File: config.mk
export PLATFORM = sky130hd
export DESIGN_NAME = scf_flags
export DESIGN_NICKNAME = d
export VERILOG_FILES = /design/src/include/scf_pkg.sv /design/src/verilog/scf_debounce.sv /design/src/verilog/scf_flags.sv
export SDC_FILE = /design/constraint.sdc
export NUM_CORES = 1
export LEC_CHECK = 0
export BUFFER_PORTS_ARGS = -buffer_cell sky130_fd_sc_hd__buf_2
export CAP_MARGIN = 10
export CORE_UTILIZATION = 25
export CTS_CLUSTER_DIAMETER = 60
export CTS_CLUSTER_SIZE = 12
export DETAILED_ROUTE_END_ITERATION = 8
export GPL_TIMING_DRIVEN = 0
export HOLD_SLACK_MARGIN = 0.03
export PLACE_DENSITY = 0.42
export SYNTH_ARGS = -nofsm -noshare
export SYNTH_HDL_FRONTEND = slang
export SYNTH_SLANG_ARGS = --single-unit
File: constraint.sdc
create_clock -name CLK_SYS -period 10.5 [get_ports CLK_SYS]
set_clock_uncertainty 0.1 [all_clocks]
set_input_delay 0 -clock CLK_SYS [delete_from_list [all_inputs] [get_ports CLK_SYS]]
set_output_delay 0 -clock CLK_SYS [all_outputs]
set_load 0.02 [all_outputs]
File: src/include/scf_pkg.sv
// package: constants and types for the supply and channel fault flag bank
package scf_pkg;

    // ------------------------------------------------------------
    // flag positions
    // ------------------------------------------------------------
    localparam int unsigned BIT_DIGITAL_SUPPLY = 8;
    localparam int unsigned BIT_ANALOG_SUPPLY = 7;
    localparam int unsigned BIT_FIVE_VOLT = 6;
    localparam int unsigned BIT_CHARGE_PUMP = 5;
    localparam int unsigned BIT_OVERHEAT = 4;
    localparam int unsigned BIT_CHANNEL_D = 3;
    localparam int unsigned BIT_CHANNEL_A = 0;
    localparam int unsigned NUM_CHANNELS = 4;
    localparam int unsigned FLAG_WIDTH = 9;
    localparam int unsigned REG_WIDTH = 16;
    localparam logic [8:0] FLAGS_RESET = 9'h000;

    // ------------------------------------------------------------
    // timing
    // ------------------------------------------------------------
    localparam int unsigned CLK_PERIOD_PS = 5000;
    localparam int unsigned FIXED_DEBOUNCE_US = 2000;
    // microseconds to picoseconds before dividing by the period in picoseconds
    localparam int unsigned FIXED_DEBOUNCE_CYCLES = (FIXED_DEBOUNCE_US * 1000000 + CLK_PERIOD_PS - 1) / CLK_PERIOD_PS;
    localparam int unsigned DEBOUNCE_CNT_WIDTH = 20;
    localparam int unsigned DEBOUNCE_SEL_WIDTH = 5;
    localparam int unsigned PROG_UNIT_CYCLES = 200;

    // ------------------------------------------------------------
    // channel functions
    // ------------------------------------------------------------
    localparam int unsigned FUNC_WIDTH = 4;
    localparam logic [3:0] FUNC_HIGH_IMPEDANCE = 4'h0;
    localparam logic [3:0] FUNC_VOLTAGE_OUT = 4'h1;
    localparam logic [3:0] FUNC_CURRENT_OUT = 4'h2;
    localparam logic [3:0] FUNC_CURRENT_IN_EXT = 4'h4;
    localparam logic [3:0] FUNC_CURRENT_IN_LOOP = 4'h5;

    // per channel configuration and raw fault indications
    typedef struct packed {
        logic [3:0] function_select;
        logic comparator_enable;
        logic comparator_half_supply;
        logic comparator_output_invert;
        logic [4:0] debounce_select;
    } scf_chan_cfg_t;

    typedef struct packed {
        logic short_circuit;
        logic open_circuit;
        logic comparator_out;
    } scf_chan_ind_t;

    typedef struct packed {
        logic digital_supply_low;
        logic analog_supply_low;
        logic five_volt_regulator_low;
        logic negative_supply_high;
        logic die_overheat;
    } scf_monitor_t;

    typedef struct packed {
        logic [19:0] count;
        logic fault;
    } scf_deb_state_t;

    typedef struct packed {
        logic [8:0] flags;
        logic [15:0] read_data;
    } scf_state_t;

endpackage : scf_pkg

File: src/verilog/scf_debounce.sv
// channel fault source selection and debounce for one channel
`timescale 1ns/1ps
module scf_debounce (
    input wire logic CLK_SYS,
    input wire logic RST,
    input scf_pkg::scf_chan_cfg_t cfg,
    input scf_pkg::scf_chan_ind_t ind,
    output logic fault_event
);
    import scf_pkg::*;

    scf_deb_state_t st;
    scf_deb_state_t next_st;
    logic raw;
    logic [19:0] limit;

    // ------------------------------------------------------------
    // source selection
    // ------------------------------------------------------------
    always_comb begin
        raw = 1'b0;
        limit = 20'(FIXED_DEBOUNCE_CYCLES);
        case (cfg.function_select)
            FUNC_VOLTAGE_OUT: begin
                raw = ind.short_circuit;
            end
            FUNC_CURRENT_OUT: begin
                raw = ind.open_circuit;
            end
            FUNC_CURRENT_IN_LOOP: begin
                // short to ground shows as a low comparator, hence the invert
                raw = cfg.comparator_enable && cfg.comparator_half_supply && cfg.comparator_output_invert
                    && ind.comparator_out;
                limit = 20'(cfg.debounce_select) * 20'(PROG_UNIT_CYCLES) + 20'h0_0001;
            end
            FUNC_CURRENT_IN_EXT: begin
                raw = cfg.comparator_enable && cfg.comparator_half_supply && ind.comparator_out;
                limit = 20'(cfg.debounce_select) * 20'(PROG_UNIT_CYCLES) + 20'h0_0001;
            end
            default: begin
                raw = 1'b0;
            end
        endcase
    end

    // ------------------------------------------------------------
    // persistence counter
    // ------------------------------------------------------------
    always_comb begin
        next_st = st;
        next_st.fault = 1'b0;
        if (!raw) begin
            // any gap restarts the wait, so only continuous faults count
            next_st.count = 20'h0_0000;
        end else if (st.count < limit) begin
            next_st.count = st.count + 20'h0_0001;
            next_st.fault = (st.count + 20'h0_0001) == limit;
        end else begin
            next_st.fault = 1'b1;
        end
    end

    always_ff @(posedge CLK_SYS) begin
        if (RST) begin
            st <= '0;
        end else begin
            st <= next_st;
        end
    end

    assign fault_event = st.fault;

    a_short_needs_time: assert property (@(posedge CLK_SYS) disable iff (RST)
        $rose(st.fault) && cfg.function_select == FUNC_VOLTAGE_OUT |-> $past(raw, 2))
        else $error("voltage output fault set without persisting short");
    a_gap_clears: assert property (@(posedge CLK_SYS) disable iff (RST)
        !raw |=> st.count == 20'h0_0000 && !st.fault)
        else $error("debounce count not restarted after gap");
    c_fault_seen: cover property (@(posedge CLK_SYS) disable iff (RST) $rose(st.fault));

endmodule : scf_debounce

File: src/verilog/scf_flags.sv
// latched supply and channel fault flags, write one to clear
`timescale 1ns/1ps
// Operation
// digital supply below 1.93 V sets bit 8.
// analog supply below 9.26 V sets bit 7.
// five volt regulator below 4.05 V sets bit 6.
// negative supply above -1.65 V sets bit 5.
// die near 115 C sets bit 4.
// channel fault flags D..A at bits 3..0, reset zero.
// channel fault source follows that channel's selected function.
// voltage output: short circuit persisting 2 ms sets flag.
// current output: open circuit persisting 2 ms sets flag.
// loop powered input: inverted half-supply comparator flags short to ground.
// externally powered input: half-supply comparator flags over 25 mA.
// current inputs use the programmable debounce time, not 2 ms.
// writing one clears a flag; zero leaves it.
// flags stick until cleared; a coinciding event wins over clear.
module scf_flags (
    input wire logic CLK_SYS,
    input wire logic RST,
    input scf_pkg::scf_monitor_t MONITORS,
    input scf_pkg::scf_chan_cfg_t [3:0] CHAN_CFG,
    input scf_pkg::scf_chan_ind_t [3:0] CHAN_IND,
    input wire logic WRITE_STROBE,
    input wire logic [15:0] WRITE_DATA,
    output logic [15:0] FLAGS_READ
);
    import scf_pkg::*;

    scf_state_t st;
    scf_state_t next_st;
    logic [3:0] chan_event;
    logic [8:0] set_vec;
    logic [8:0] clear_vec;

    // ------------------------------------------------------------
    // channel debouncers
    // ------------------------------------------------------------
    genvar ch;
    generate
        for (ch = 0; ch < NUM_CHANNELS; ch++) begin : g_chan
            scf_debounce u_deb (
                .CLK_SYS(CLK_SYS),
                .RST(RST),
                .cfg(CHAN_CFG[ch]),
                .ind(CHAN_IND[ch]),
                .fault_event(chan_event[ch])
            );
        end
    endgenerate

    // ------------------------------------------------------------
    // flag update
    // ------------------------------------------------------------
    always_comb begin
        set_vec = 9'h000;
        set_vec[BIT_DIGITAL_SUPPLY] = MONITORS.digital_supply_low;
        set_vec[BIT_ANALOG_SUPPLY] = MONITORS.analog_supply_low;
        set_vec[BIT_FIVE_VOLT] = MONITORS.five_volt_regulator_low;
        set_vec[BIT_CHARGE_PUMP] = MONITORS.negative_supply_high;
        set_vec[BIT_OVERHEAT] = MONITORS.die_overheat;
        set_vec[BIT_CHANNEL_D:BIT_CHANNEL_A] = chan_event;
        clear_vec = WRITE_STROBE ? WRITE_DATA[8:0] : 9'h000;
        next_st = st;
        // set after clear so a coinciding event is never lost
        next_st.flags = (st.flags & ~clear_vec) | set_vec;
        next_st.read_data = {7'h00, next_st.flags};
    end

    always_ff @(posedge CLK_SYS) begin
        if (RST) begin
            st.flags <= FLAGS_RESET;
            st.read_data <= 16'h0000;
        end else begin
            st <= next_st;
        end
    end

    assign FLAGS_READ = st.read_data;

    // ------------------------------------------------------------
    // checks
    // ------------------------------------------------------------
    a_supply_sets: assert property (@(posedge CLK_SYS) disable iff (RST)
        MONITORS.digital_supply_low |=> FLAGS_READ[BIT_DIGITAL_SUPPLY])
        else $error("digital supply flag not set");
    a_analog_sets: assert property (@(posedge CLK_SYS) disable iff (RST)
        MONITORS.analog_supply_low |=> FLAGS_READ[BIT_ANALOG_SUPPLY])
        else $error("analog supply flag not set");
    a_regulator_sets: assert property (@(posedge CLK_SYS) disable iff (RST)
        MONITORS.five_volt_regulator_low |=> FLAGS_READ[BIT_FIVE_VOLT])
        else $error("regulator flag not set");
    a_pump_sets: assert property (@(posedge CLK_SYS) disable iff (RST)
        MONITORS.negative_supply_high |=> FLAGS_READ[BIT_CHARGE_PUMP])
        else $error("charge pump flag not set");
    a_heat_sets: assert property (@(posedge CLK_SYS) disable iff (RST)
        MONITORS.die_overheat |=> FLAGS_READ[BIT_OVERHEAT])
        else $error("overheat flag not set");
    a_upper_zero: assert property (@(posedge CLK_SYS) disable iff (RST) FLAGS_READ[15:9] == 7'h00)
        else $error("unused bits not zero");
    a_clear_works: assert property (@(posedge CLK_SYS) disable iff (RST)
        WRITE_STROBE && WRITE_DATA[BIT_OVERHEAT] && !MONITORS.die_overheat |=> !FLAGS_READ[BIT_OVERHEAT])
        else $error("write one did not clear");
    a_zero_keeps: assert property (@(posedge CLK_SYS) disable iff (RST)
        FLAGS_READ[BIT_DIGITAL_SUPPLY] && !(WRITE_STROBE && WRITE_DATA[BIT_DIGITAL_SUPPLY])
        |=> FLAGS_READ[BIT_DIGITAL_SUPPLY])
        else $error("flag dropped without clear");
    a_set_wins: assert property (@(posedge CLK_SYS) disable iff (RST)
        chan_event[0] && WRITE_STROBE && WRITE_DATA[BIT_CHANNEL_A] |=> FLAGS_READ[BIT_CHANNEL_A])
        else $error("event lost under clear");
    c_channel_flag: cover property (@(posedge CLK_SYS) disable iff (RST) $rose(FLAGS_READ[BIT_CHANNEL_D]));
    c_clear_flag: cover property (@(posedge CLK_SYS) disable iff (RST) $fell(FLAGS_READ[BIT_ANALOG_SUPPLY]));
    c_loop_input: cover property (@(posedge CLK_SYS) disable iff (RST)
        CHAN_CFG[1].function_select == FUNC_CURRENT_IN_LOOP && $rose(FLAGS_READ[1]));
    c_set_under_clear: cover property (@(posedge CLK_SYS) disable iff (RST)
        chan_event[0] && WRITE_STROBE && WRITE_DATA[BIT_CHANNEL_A]);

    // ------------------------------------------------------------
    // reset checks
    // ------------------------------------------------------------
    a_reset_clears: assert property (@(posedge CLK_SYS) $past(RST) |-> FLAGS_READ == 16'h0000)
        else $error("flags not zero after reset");

    // ------------------------------------------------------------
    // per flag checks
    // ------------------------------------------------------------
    // every bit obeys the same latch, keep and clear behaviour
    genvar fb;
    generate
        for (fb = 0; fb < FLAG_WIDTH; fb++) begin : g_flag_chk
            a_flag_latches: assert property (@(posedge CLK_SYS) disable iff (RST)
                set_vec[fb] |=> FLAGS_READ[fb])
                else $error("flag did not latch its event");
            a_flag_sticks: assert property (@(posedge CLK_SYS) disable iff (RST)
                FLAGS_READ[fb] && !clear_vec[fb] |=> FLAGS_READ[fb])
                else $error("flag dropped without a clearing write");
            a_flag_clears: assert property (@(posedge CLK_SYS) disable iff (RST)
                FLAGS_READ[fb] && clear_vec[fb] && !set_vec[fb] |=> !FLAGS_READ[fb])
                else $error("write of one left flag set");
            a_flag_quiet: assert property (@(posedge CLK_SYS) disable iff (RST)
                !FLAGS_READ[fb] && !set_vec[fb] |=> !FLAGS_READ[fb])
                else $error("flag set without an event");
        end
    endgenerate

    // ------------------------------------------------------------
    // per channel checks
    // ------------------------------------------------------------
    genvar cc;
    generate
        for (cc = 0; cc < NUM_CHANNELS; cc++) begin : g_chan_chk
            a_chan_needs_event: assert property (@(posedge CLK_SYS) disable iff (RST)
                $rose(FLAGS_READ[BIT_CHANNEL_A + cc]) |-> $past(chan_event[cc]))
                else $error("channel flag set without debounced fault");
            a_idle_function: assert property (@(posedge CLK_SYS) disable iff (RST)
                CHAN_CFG[cc].function_select == FUNC_HIGH_IMPEDANCE |=> !chan_event[cc])
                else $error("fault event from a channel with no fault source");
        end
    endgenerate

endmodule : scf_flags

; Word-level counts from Yosys, hierarchy flattened
; Index checks and enable logic that the tools add are counted.
[op_classes]
bitwise = 7
n_shift = 0
n_reduce_logical = 24
mul = 4
magnitude_cmp = 4
div_mod_pow = 0
n_eq_ne = 20
muxes = 13
addsub = 8
[ops]
columns = cell, count
row1 = 20-bit by 1-bit adder with 20-bit output (second input constant), 4
row2 = 20-bit equality test, 4
row3 = 20-bit less-than comparator, 4
row4 = 20-bit two-way mux, 4
row5 = 13-bit by 1-bit adder with 14-bit output (second input constant), 4
row6 = 5-bit by 5-bit multiplier with 10-bit output (second input constant), 4
row7 = 4-bit by 3-bit equality test with 1-bit output (second input constant), 8
row8 = 4-bit by 1-bit equality test with 1-bit output (second input constant), 4
row9 = 4-bit by 2-bit equality test with 1-bit output (second input constant), 4
row10 = 1-bit logical AND, 16
row11 = 1-bit one-hot mux with 4 select lines, 4
row12 = 2-bit OR reduction, 8
row13 = 9-bit bitwise AND, 1
row14 = 9-bit two-way mux, 1
row15 = 9-bit inverter, 1
row16 = 9-bit bitwise OR, 1
row17 = 1-bit two-way mux, 4
row18 = 1-bit inverter, 4
[word_totals]
output_inout_bits = 16
mem_bits_rw = 0
reg_bits = 100
latchBits = 0
inputBits = 84
mem_bits_ro = 0
mem_count = 0

; Logic depth before layout (Yosys ltp)
; Gate-level depths: netlist (run 1).
[depth]
ltp_word = 6
mapped_depth = 20

; By module
; From an unflattened synthesis (run 1), not the netlist that was laid out.
[unflattened]
hier_cells = 1160
area_unflattened_um2 = 9546.7
[modules_own_cells]
columns = module, instances, seq_area_each_um2, area_per_inst_um2, cells_per_inst
row1 = scf_debounce (g_chan[1].u_deb ...), 2, 420.4, 2394.8, 296
row2 = scf_debounce (g_chan[0].u_deb), 1, 420.4, 2149.6, 258
row3 = scf_debounce (g_chan[2].u_deb), 1, 420.4, 2149.6, 264
row4 = scf_flags, 1, 180.2, 457.9, 46

; Worst setup path after synthesis (run 1)
; OpenSTA, ideal clock, no wires.
[synth_path]
kind = input -> register
from = input CHAN_CFG[3] (netlist name)
to = register g_chan[0].u_deb.st[19] (netlist name)
path_buffers = 1
setup_time_ns = 0.071
arrival_time_ns = 3.770
path_slack_ns = 6.559
cell_stages = 19
cell_sequence = inv_1 > ha_1 > inv_1 > ha_1 > ha_1 > ha_1 > and3_1 > a221oi_1 > xnor2_1 > nor2_1 > ha_1 > or3_1 > a211oi_1 > o21ai_0 > a32oi_4 > nand3_2 > buf_6 > or4_1 > a21oi_1
[synth_between]
elab_chain_cells = 4
[synth_rtl]
columns = item, line_no
row1 = start: declaration, scf_flags.sv:22  ; input scf_pkg::scf_chan_cfg_t [3:0] CHAN_CFG,
row2 = 5-bit by 5-bit multiplier with 10-bit output, "scf_debounce.sv:34, scf_debounce.sv:38"
row3 = 13-bit by 1-bit adder with 14-bit output, "scf_debounce.sv:34, scf_debounce.sv:38"
row4 = 20-bit two-way mux, n/a
row5 = 20-bit less-than comparator, scf_debounce.sv:55  ; end else if (st.count < limit) begin
row6 = end signal: assignment, scf_debounce.sv:67  ; st <= next_st;
row7 = end: declaration, scf_debounce.sv:12  ; scf_deb_state_t st;
; Every way passes these cells.
; A chain may end at the register's enable or synchronous reset.

; Final worst setup path (run 1)
[layout_path]
from = input CHAN_CFG[3] (netlist name)
to = register g_chan[0].u_deb.st[8] (netlist name)
; Same word-level chain as after synthesis.

==> metrics.txt, run 1 <==
Crit-path slowest cell=a32oi_4; number of enable flip-flop cells after synthesis=0; Setup TNS=0 ns; Num CTS Buffers=9; largest net degree at the start of global routing=17; fin crit share=43.08%; Pins Over Slew Limit=0; Core Rows=around 70; buffer depth of the longest clock path=2; TritonCTS clock tree=done; Clk pin slew, worst setup/hold paths=0.07 ns; critical path type=input pin to register; largest area contributor in the netlist=dfxtp_1; RSZ-0062 raised after global routing=false; status=complete, but fails checks; worst setup margin=5.976 ns; cell area after placement=between 10000 and 15000 sq um; Buffers on Ports=84; final setup vio count=0; Avg WL per Cell=15.16 um; Post-Route WL=26220 um; share of cells above drive strength 1=11.11%; Root Buffer Master=clkbuf_16; Area growth, synth to finish=16.53%; Vias=8561; met1 Usage GRT=19.90%; Warnings, synthesis=0; worst-margin pin slew=around 1.0 ns; Buf+Inv Stages, Crit Path=5; max_cap viols=0; Pleak=0.004338 uW; die outline height=192.9 um; worst ir drop on vdd=0.07169 mV; vias per cell=4.949; GRT Overall Usage=14.55%; CP Cell Sequence=buf_2 > inv_1 > ha_1 > inv_1 > ha_1 > ha_1 > ha_1 > and3_1 > a221oi_1 > xnor2_1 > nor2_1 > ha_1 > or3_1 > a211oi_1 > o21ai_0 > a32oi_4 > nand3_2 > clkbuf_1 > clkbuf_1 > o21ai_0 > a21oi_1; Initial Utilization=25.50%; sequential area share after synthesis=between 20% and 30%; Hold/Removal Path Class=input pin to register; GR Layer Usage met3=1.846%; Fmax=0.2211 GHz; worst-path fanout max=10; Main synth FF type=dfxtp_1; Post CTS Setup Buffer Count=0; dpl hpwl=approximately 20000 um; Cell Area, Synth=9115 sq um; area of the die=37230 sq um; Antenna Cells=0; gp weighted congestion=0.7861; Req. time, crit path=about 11 ns; failing checks=DRC; top cell type's share of synthesized area=20.43%; Tmin final=4.524 ns; syn_area_per_cell=a little under 8 sq um; fin area=10620 sq um; Skew-Pair Late Insertion Delay=0.36 ns; clock sink count=93; vias in the first global route=8215; Worst setup EP type=register; Most common cell on crit path=ha_1; Post-Syn Instances=1147; H-Tree Depth=3; GRT Residual Overflow=0; global routing met2 resource utilization=roughly a quarter; data arrival time of the worst path=4.62 ns; Die Span X=192.9 um; DRC viols=14; Final ANT Viol Nets=0; Synth area leaders=dfxtp_1, ha_1, xnor2_1, xor2_1, nor2_1; Netlist cell types=76; Initial DRT Pass Iterations=6; NumNets Final=1475; io pins=100; Core ar.=roughly 36000 sq um; first-pass GRT wire length=43180 um; CP max stage delay=roughly 0.34 ns; Hold Vio Cnt, Final=0; PD cells=84.53 nW/um^2; initial antenna violation count=0; post-synthesis register bit count=93; FILL cells=3915; ys async rst share=0%; Layout Cells excl Fill=about 1700; Worst path top cell family by delay=compound AO/OA/AOI/OAI gates; DP Cell Count=1699; GR peak layer=met2; Place WS=5.560 ns; Slew headroom=between 30% and 40%; DRT iter0 DRCs=439; Setup crit start kind=input pin
## metrics by stage
step / power (uW) / utilization [%] / hold WS (ns)
global route: 950.5 / 29.72 / 0.06204
global placement: 527.9 / 28.36 / 0.1071
detailed placement: 530.4 / 28.39 / 0.1135
floorplan: 475.6 / - / 0.01743
CTS: 918.3 / 29.72 / 0.04070
finish: 897.8 / 29.72 / 0.05762
## state kept, by name, indices dropped and copies added (netlist names)
name                      count
FLAGS_READ                    9
g_chan.u_deb.fault_event      4
g_chan.u_deb.st              80
## power breakdown
group / internal, uW / switching (uW)
clock network: 211 / 162
registers: 354 / 1.51
logic: 75.6 / 93.0
total: 641 / 257
## area by class of cell
cell class / count / area, sq um / area share (%)
Tap cell: 461 / 576.8 / 5.431
Clock buffer: 9 / 225.2 / 2.120
Buffer: 54 / 249.0 / 2.344
Clock inverter: 7 / 98.84 / 0.9306
Timing Repair Buffer: 100 / 575.6 / 5.419
Inverter: 50 / 187.7 / 1.767
Multi-Input combinational cell: 956 / 6847 / 64.46
Sequential cell: 93 / 1862 / 17.53
## cell families after synthesis
| family | synth area share [%] |
|---|---|
| and+or+nand+nor | 26.15 |
| AOI/OAI and AO/OA | 16.54 |
| xor gates and xnor gates | 13.05 |
| adders and majority gates | 17.76 |
| buffers and inverters | 4.790 |
| DFF | 20.43 |
| muxes | 1.235 |
| other | 0.04114 |
## repair_timing
action                                 4_1_cts  5_1_grt
endpoints found under the hold margin       10        0
resized for setup                            0        0
hold buffers                                15        0
## path summary, 6_finish.rpt
| check | to | cells past startpoint | slack [ns] | startpoint |
|---|---|---|---|---|
| setup / recovery | g_chan[0].u_deb.st[8] | 21 | 5.98 | CHAN_CFG[3] |
| hold / removal | g_chan[2].u_deb.fault_event | 3 | 0.06 | CHAN_CFG[35] |
| setup reg to reg | g_chan[0].u_deb.st[8] | 9 | 7.26 | g_chan[0].u_deb.st[7] |
| hold reg to reg | FLAGS_READ[1] | 2 | 0.34 | g_chan[1].u_deb.fault_event |
## placed cells by master, fill, tap and decap left out, types with 8 or more instances in the layout
cell type / instances
nor2_1: 108
inv_1: 49
o211ai_1: 9
dfxtp_1: 93
ha_1: 123
or3_1: 24
nand4_1: 35
nand2b_1: 8
xor2_1: 48
and4_1: 12
o31ai_1: 11
buf_2: 88
clkbuf_1: 37
xnor2_1: 80
o21ai_0: 52
nor4_1: 14
mux2i_1: 9
and2_1: 9
and3_1: 25
dlygate4sd3_1: 15
a21o_1: 8
nor3_1: 23
nand2_1: 87
clkbuf_16: 9
a21oi_1: 80
nand3_1: 35
nand3b_1: 8
or4_1: 14
## metal layers
metal | vias up | part of all wire [%] | wire length [um]
met3 | 20 | 3.5 | 917
li1 | 4411 | - | -
met4 | 0 | 1.2 | 306
met5 | - | 0 | 0
met2 | 129 | 46 | 11950
met1 | 4001 | 50 | 13050
## Yosys cell counts (5+ instances only)
master      n
dfxtp_1    93
ha_1      123
nand4_1    35
nand3b_1    8
o211ai_1    9
and2_1      9
nand3_1    35
nand4b_1    5
nor4_1     14
nor3_1     23
o21ai_0    52
inv_1      49
a31oi_1     5
a211oi_1    5
nand2b_1    8
mux2i_1     9
nand2_1    87
or3_1      24
or4_1      14
a31o_2      6
or2_2       6
clkbuf_1   37
a21oi_1    80
nor2_1    108
o21a_1      6
a21o_1      8
o31ai_1    11
xnor2_1    80
xor2_1     48
and3b_1     5
and4_1     12
and3_1     25
nor4b_1     7
buf_4       7
## worst reg2reg max path: cells and delay by family (launching register included)
kind	cells	cell delay, ns
DFF	1	0.38
buffers and inverters	2	0.65
adders and majority gates	1	0.24
AOI/OAI and AO/OA	4	1.03
and+or+nand+nor	2	0.70
Power figures use the tool's default switching activity.
==> run 2: changes to the inputs <==
--- a/config.mk
+++ b/config.mk
@@ -5,6 +5,7 @@
 export SDC_FILE = /design/constraint.sdc
 export NUM_CORES = 1
 export LEC_CHECK = 0
+export ABC_AREA = 1
 export BUFFER_PORTS_ARGS = -buffer_cell sky130_fd_sc_hd__buf_2
 export CAP_MARGIN = 10
 export CORE_UTILIZATION = 25
@@ -13,7 +14,7 @@
 export DETAILED_ROUTE_END_ITERATION = 8
 export GPL_TIMING_DRIVEN = 0
 export HOLD_SLACK_MARGIN = 0.03
-export PLACE_DENSITY = 0.42
+export PLACE_DENSITY = 0.41
 export SYNTH_ARGS = -nofsm -noshare
 export SYNTH_HDL_FRONTEND = slang
 export SYNTH_SLANG_ARGS = --single-unit
==> constraint.sdc (replaced) <==
create_clock -name CLK_SYS -period 4.7 [get_ports CLK_SYS]
set_clock_uncertainty 0.1 [all_clocks]
set_input_delay 0 -clock CLK_SYS [delete_from_list [all_inputs] [get_ports CLK_SYS]]
set_output_delay 0 -clock CLK_SYS [all_outputs]
set_load 0.02 [all_outputs]
==> run 2 against run 1 <==
Against the previous run:
- the flow now finishes without violations
- clock power is 120% higher
- hold slack worse by 0.0047 ns
- global-route usage is 1.2 points higher
- non-clock buffer count is 14 lower
- worst setup slack worse by 4.9 ns
- largest power group unchanged
- highest routed layer unchanged
==> metrics.txt, run 2 <==
Post-Syn Instances=1590 (was 1147); Hold/Removal Path Class=input pin to register (unchanged); vias in the first global route=9722 (was 8215); Worst setup EP type=register (unchanged); GRT Residual Overflow=0 (unchanged); status=completed (was complete, but fails checks); # hold bufs at CTS=24 (was 15); fin crit share=around 77%; gp weighted congestion=0.8340 (was 0.7861); ys async rst share=0% (unchanged); NumNets Final=1925 (was 1475); Largest register FFs=80 (unchanged); largest net degree at the start of global routing=18 (was 17); PD cells=176.5 nW/um^2 (was 84.53 nW/um^2); Pins Over Slew Limit=0 (unchanged); DRC viols=0 (was 14); Hold Vio Cnt, Final=0 (unchanged); Post-CTS Resized=0 (unchanged); worst-margin pin slew=0.8525 ns (was 1.027 ns); critical path type=input pin to register (unchanged); post-synthesis register bit count=93 (unchanged); initial antenna violation count=0 (unchanged); Core Rows=71 (was 69); worst ir drop on vdd=0.1559 mV (was 0.07169 mV); share of cells above drive strength 1=8.959% (was 11.11%); Layout Cells excl Fill=2230 (was 1730); Setup crit start kind=input pin (unchanged); Antenna Cells=0 (unchanged); R2R setup slack=2.19 ns (was 7.26 ns); RSZ-0062 raised after global routing=false (unchanged); Final ANT Viol Nets=0 (unchanged); Initial DRT Pass Iterations=5 (was 6); dpl hpwl=23600 um (was 20440 um); Synth area leaders=dfxtp_1, nand2_1, ha_1, inv_1, nand3_1 (was dfxtp_1, ha_1, xnor2_1, xor2_1, nor2_1); Num CTS Buffers=9 (unchanged); Post-Route WL=29870 um (was 26220 um); TritonCTS clock tree=done (unchanged); Post-synth top cells=nand2_1, inv_1, nor2_1 (was ha_1, nor2_1, dfxtp_1); Cell Area, Synth=9584 sq um (was 9115 sq um); worst setup margin=1.102 ns (was 5.976 ns); GRT Overall Usage=15.75% (was 14.55%); clock sink count=93 (unchanged); buffer depth of the longest clock path=2 (unchanged); final setup vio count=0 (unchanged); Post CTS Setup Buffer Count=0 (unchanged); Netlist cell types=36 (was 76); sequential area share after synthesis=19.43% (was 20.43%); Warnings, synthesis=0 (unchanged); largest area contributor in the netlist=dfxtp_1 (unchanged); Tmin final=3.598 ns; FF+latch area=1862 sq um (unchanged); vias per cell=4.560 (was 4.949); Core ar.=37670 sq um (was 35740 sq um); DP Cell Count=2190 (was 1699); most common cell after layout, fill and taps aside=nand2_1 (was ha_1); Place WS=0.7282 ns (was 5.560 ns); Main synth FF type=dfxtp_1 (unchanged); Skew-Pair Late Insertion Delay=0.36 ns (about the same); Multi-input gate area=6750 sq um (was 6847 sq um); Slew headroom=43.17% (was 30.56%); count leader, synth=nand2_1 (was ha_1); first-pass GRT wire length=49110 um (was 43180 um); number of enable flip-flop cells after synthesis=0 (unchanged); Area growth, synth to finish=17.04% (was 16.53%); H-Tree Depth=3 (unchanged); die outline height=197.8 um (was 192.9 um); Root Buffer Master=clkbuf_16 (unchanged); Avg WL per Cell=13.39 um (was 15.16 um); DRT iter0 DRCs=530 (was 439); Clk pin slew, worst setup/hold paths=0.08 ns (was 0.07 ns); Vias=10170 (was 8561); worst-path fanout max=10 (unchanged); Fmax=between 0.2 and 0.3 GHz; data arrival time of the worst path=3.71 ns (was 4.62 ns); FILL cells=4308 (was 3915); Top reg by flops=g_chan.u_deb.st (unchanged); most frequent cells in the layout=nand2_1, inv_1, nor2_1, nand3_1, a21oi_1 (was ha_1, nor2_1, dfxtp_1, buf_2, nand2_1); syn_area_per_cell=6.028 sq um (was 7.947 sq um); Buffers on Ports=83 (was 84); Req. time, crit path=4.82 ns (was 10.60 ns); area of the die=39120 sq um (was 37230 sq um); Pleak=0.005122 uW (was 0.004338 uW); Tot Pwr=1980 uW (was 897.8 uW); worst hold slack=0.05291 ns (was 0.05762 ns); Initial Utilization=25.45% (was 25.50%); max_cap viols=0 (unchanged); Setup TNS=0 ns (unchanged); io pins=100 (unchanged); top cell type's share of synthesized area=19.43% (was 20.43%); Die Span X=197.8 um (was 192.9 um)
[run 2: cell count changes in the layout (fill, tap and decap cells not counted), sizes merged, moves of 20 or more]
cell / previous run / this run
clkbuf: 47 / 19
nor2: 108 / 182
and3: 25 / 0
inv: 50 / 218
a21oi: 80 / 128
xor2: 48 / 11
xnor2: 80 / 4
or3: 24 / 0
o21ai: 53 / 73
nand2: 87 / 472
nand3: 36 / 160
[run 2: final timing paths]
kind	to	cells after the start	start
worst max-delay path	g_chan[3].u_deb.st[17]	21	CHAN_CFG[36]
worst min-delay path	g_chan[1].u_deb.st[7]	5	CHAN_CFG[17]
worst max register to register	g_chan[3].u_deb.st[17]	9	g_chan[3].u_deb.st[11]
worst min register to register	FLAGS_READ[0]	2	g_chan[0].u_deb.fault_event
[run 2: final cells by class]
class                      instances  share of cell area [%]
buffer                            33                   1.640
timing repair buffer             107                   5.845
inverter                         216                   7.228
sequential                        93                   16.60
clock inverter                     6                  0.6804
clock buffer                      10                   2.131
multi-input combinational       1254                   60.18
tap                              511                   5.700
[run 2: worst max-delay path: stages]
cell and delay, ns:
buf_2 0.14, ha_1 0.30, ha_1 0.28, ha_1 0.19
inv_1 0.06, fa_1 0.41, inv_1 0.08, nand3_1 0.08
nand2_1 0.07, nand2_1 0.04, nand3_1 0.10, inv_1 0.08
ha_1 0.29, nand2_1 0.05, inv_1 0.06, nand3_1 0.08
nor3_1 0.29, nand3b_1 0.12, nand3_1 0.33, clkbuf_1 0.52
a21oi_1 0.14
[run 2: power by group]
group	internal (uW)	leakage (uW)	switching [uW]
sequential	792	0.000751	3.62
combinational	156	0.00422	218
clock	438	0.000156	373
total	1390	0.00512	595
[run 2: metrics by stage]
step                utilization (%)  cell area, sq um
floorplan                         -              9607
global placement              28.31             10660
detailed placement            28.31             10660
CTS                           29.78             11220
global route                  29.78             11220
finish                        29.78             11220
[run 2: cells by family after synthesis]
family / count (synthesis) / synth area share, %
AO/OA/AOI/OAI: 218 / 12.23
XOR/XNOR: 15 / 1.371
adder cells (fa/ha/maj): 127 / 16.89
buffers and inverters: 249 / 10.38
flip-flops: 93 / 19.43
other: 1 / 0.03913
AND/OR/NAND/NOR: 887 / 39.66
[run 2: layer usage]
metal,GRT usage [%],up-vias,part of all wire (%)
li1,-,5450,-
met1,20.86,4532,49
met2,26.30,151,46
met3,1.925,35,3.0
met4,5.197,0,2.3
met5,0,-,0
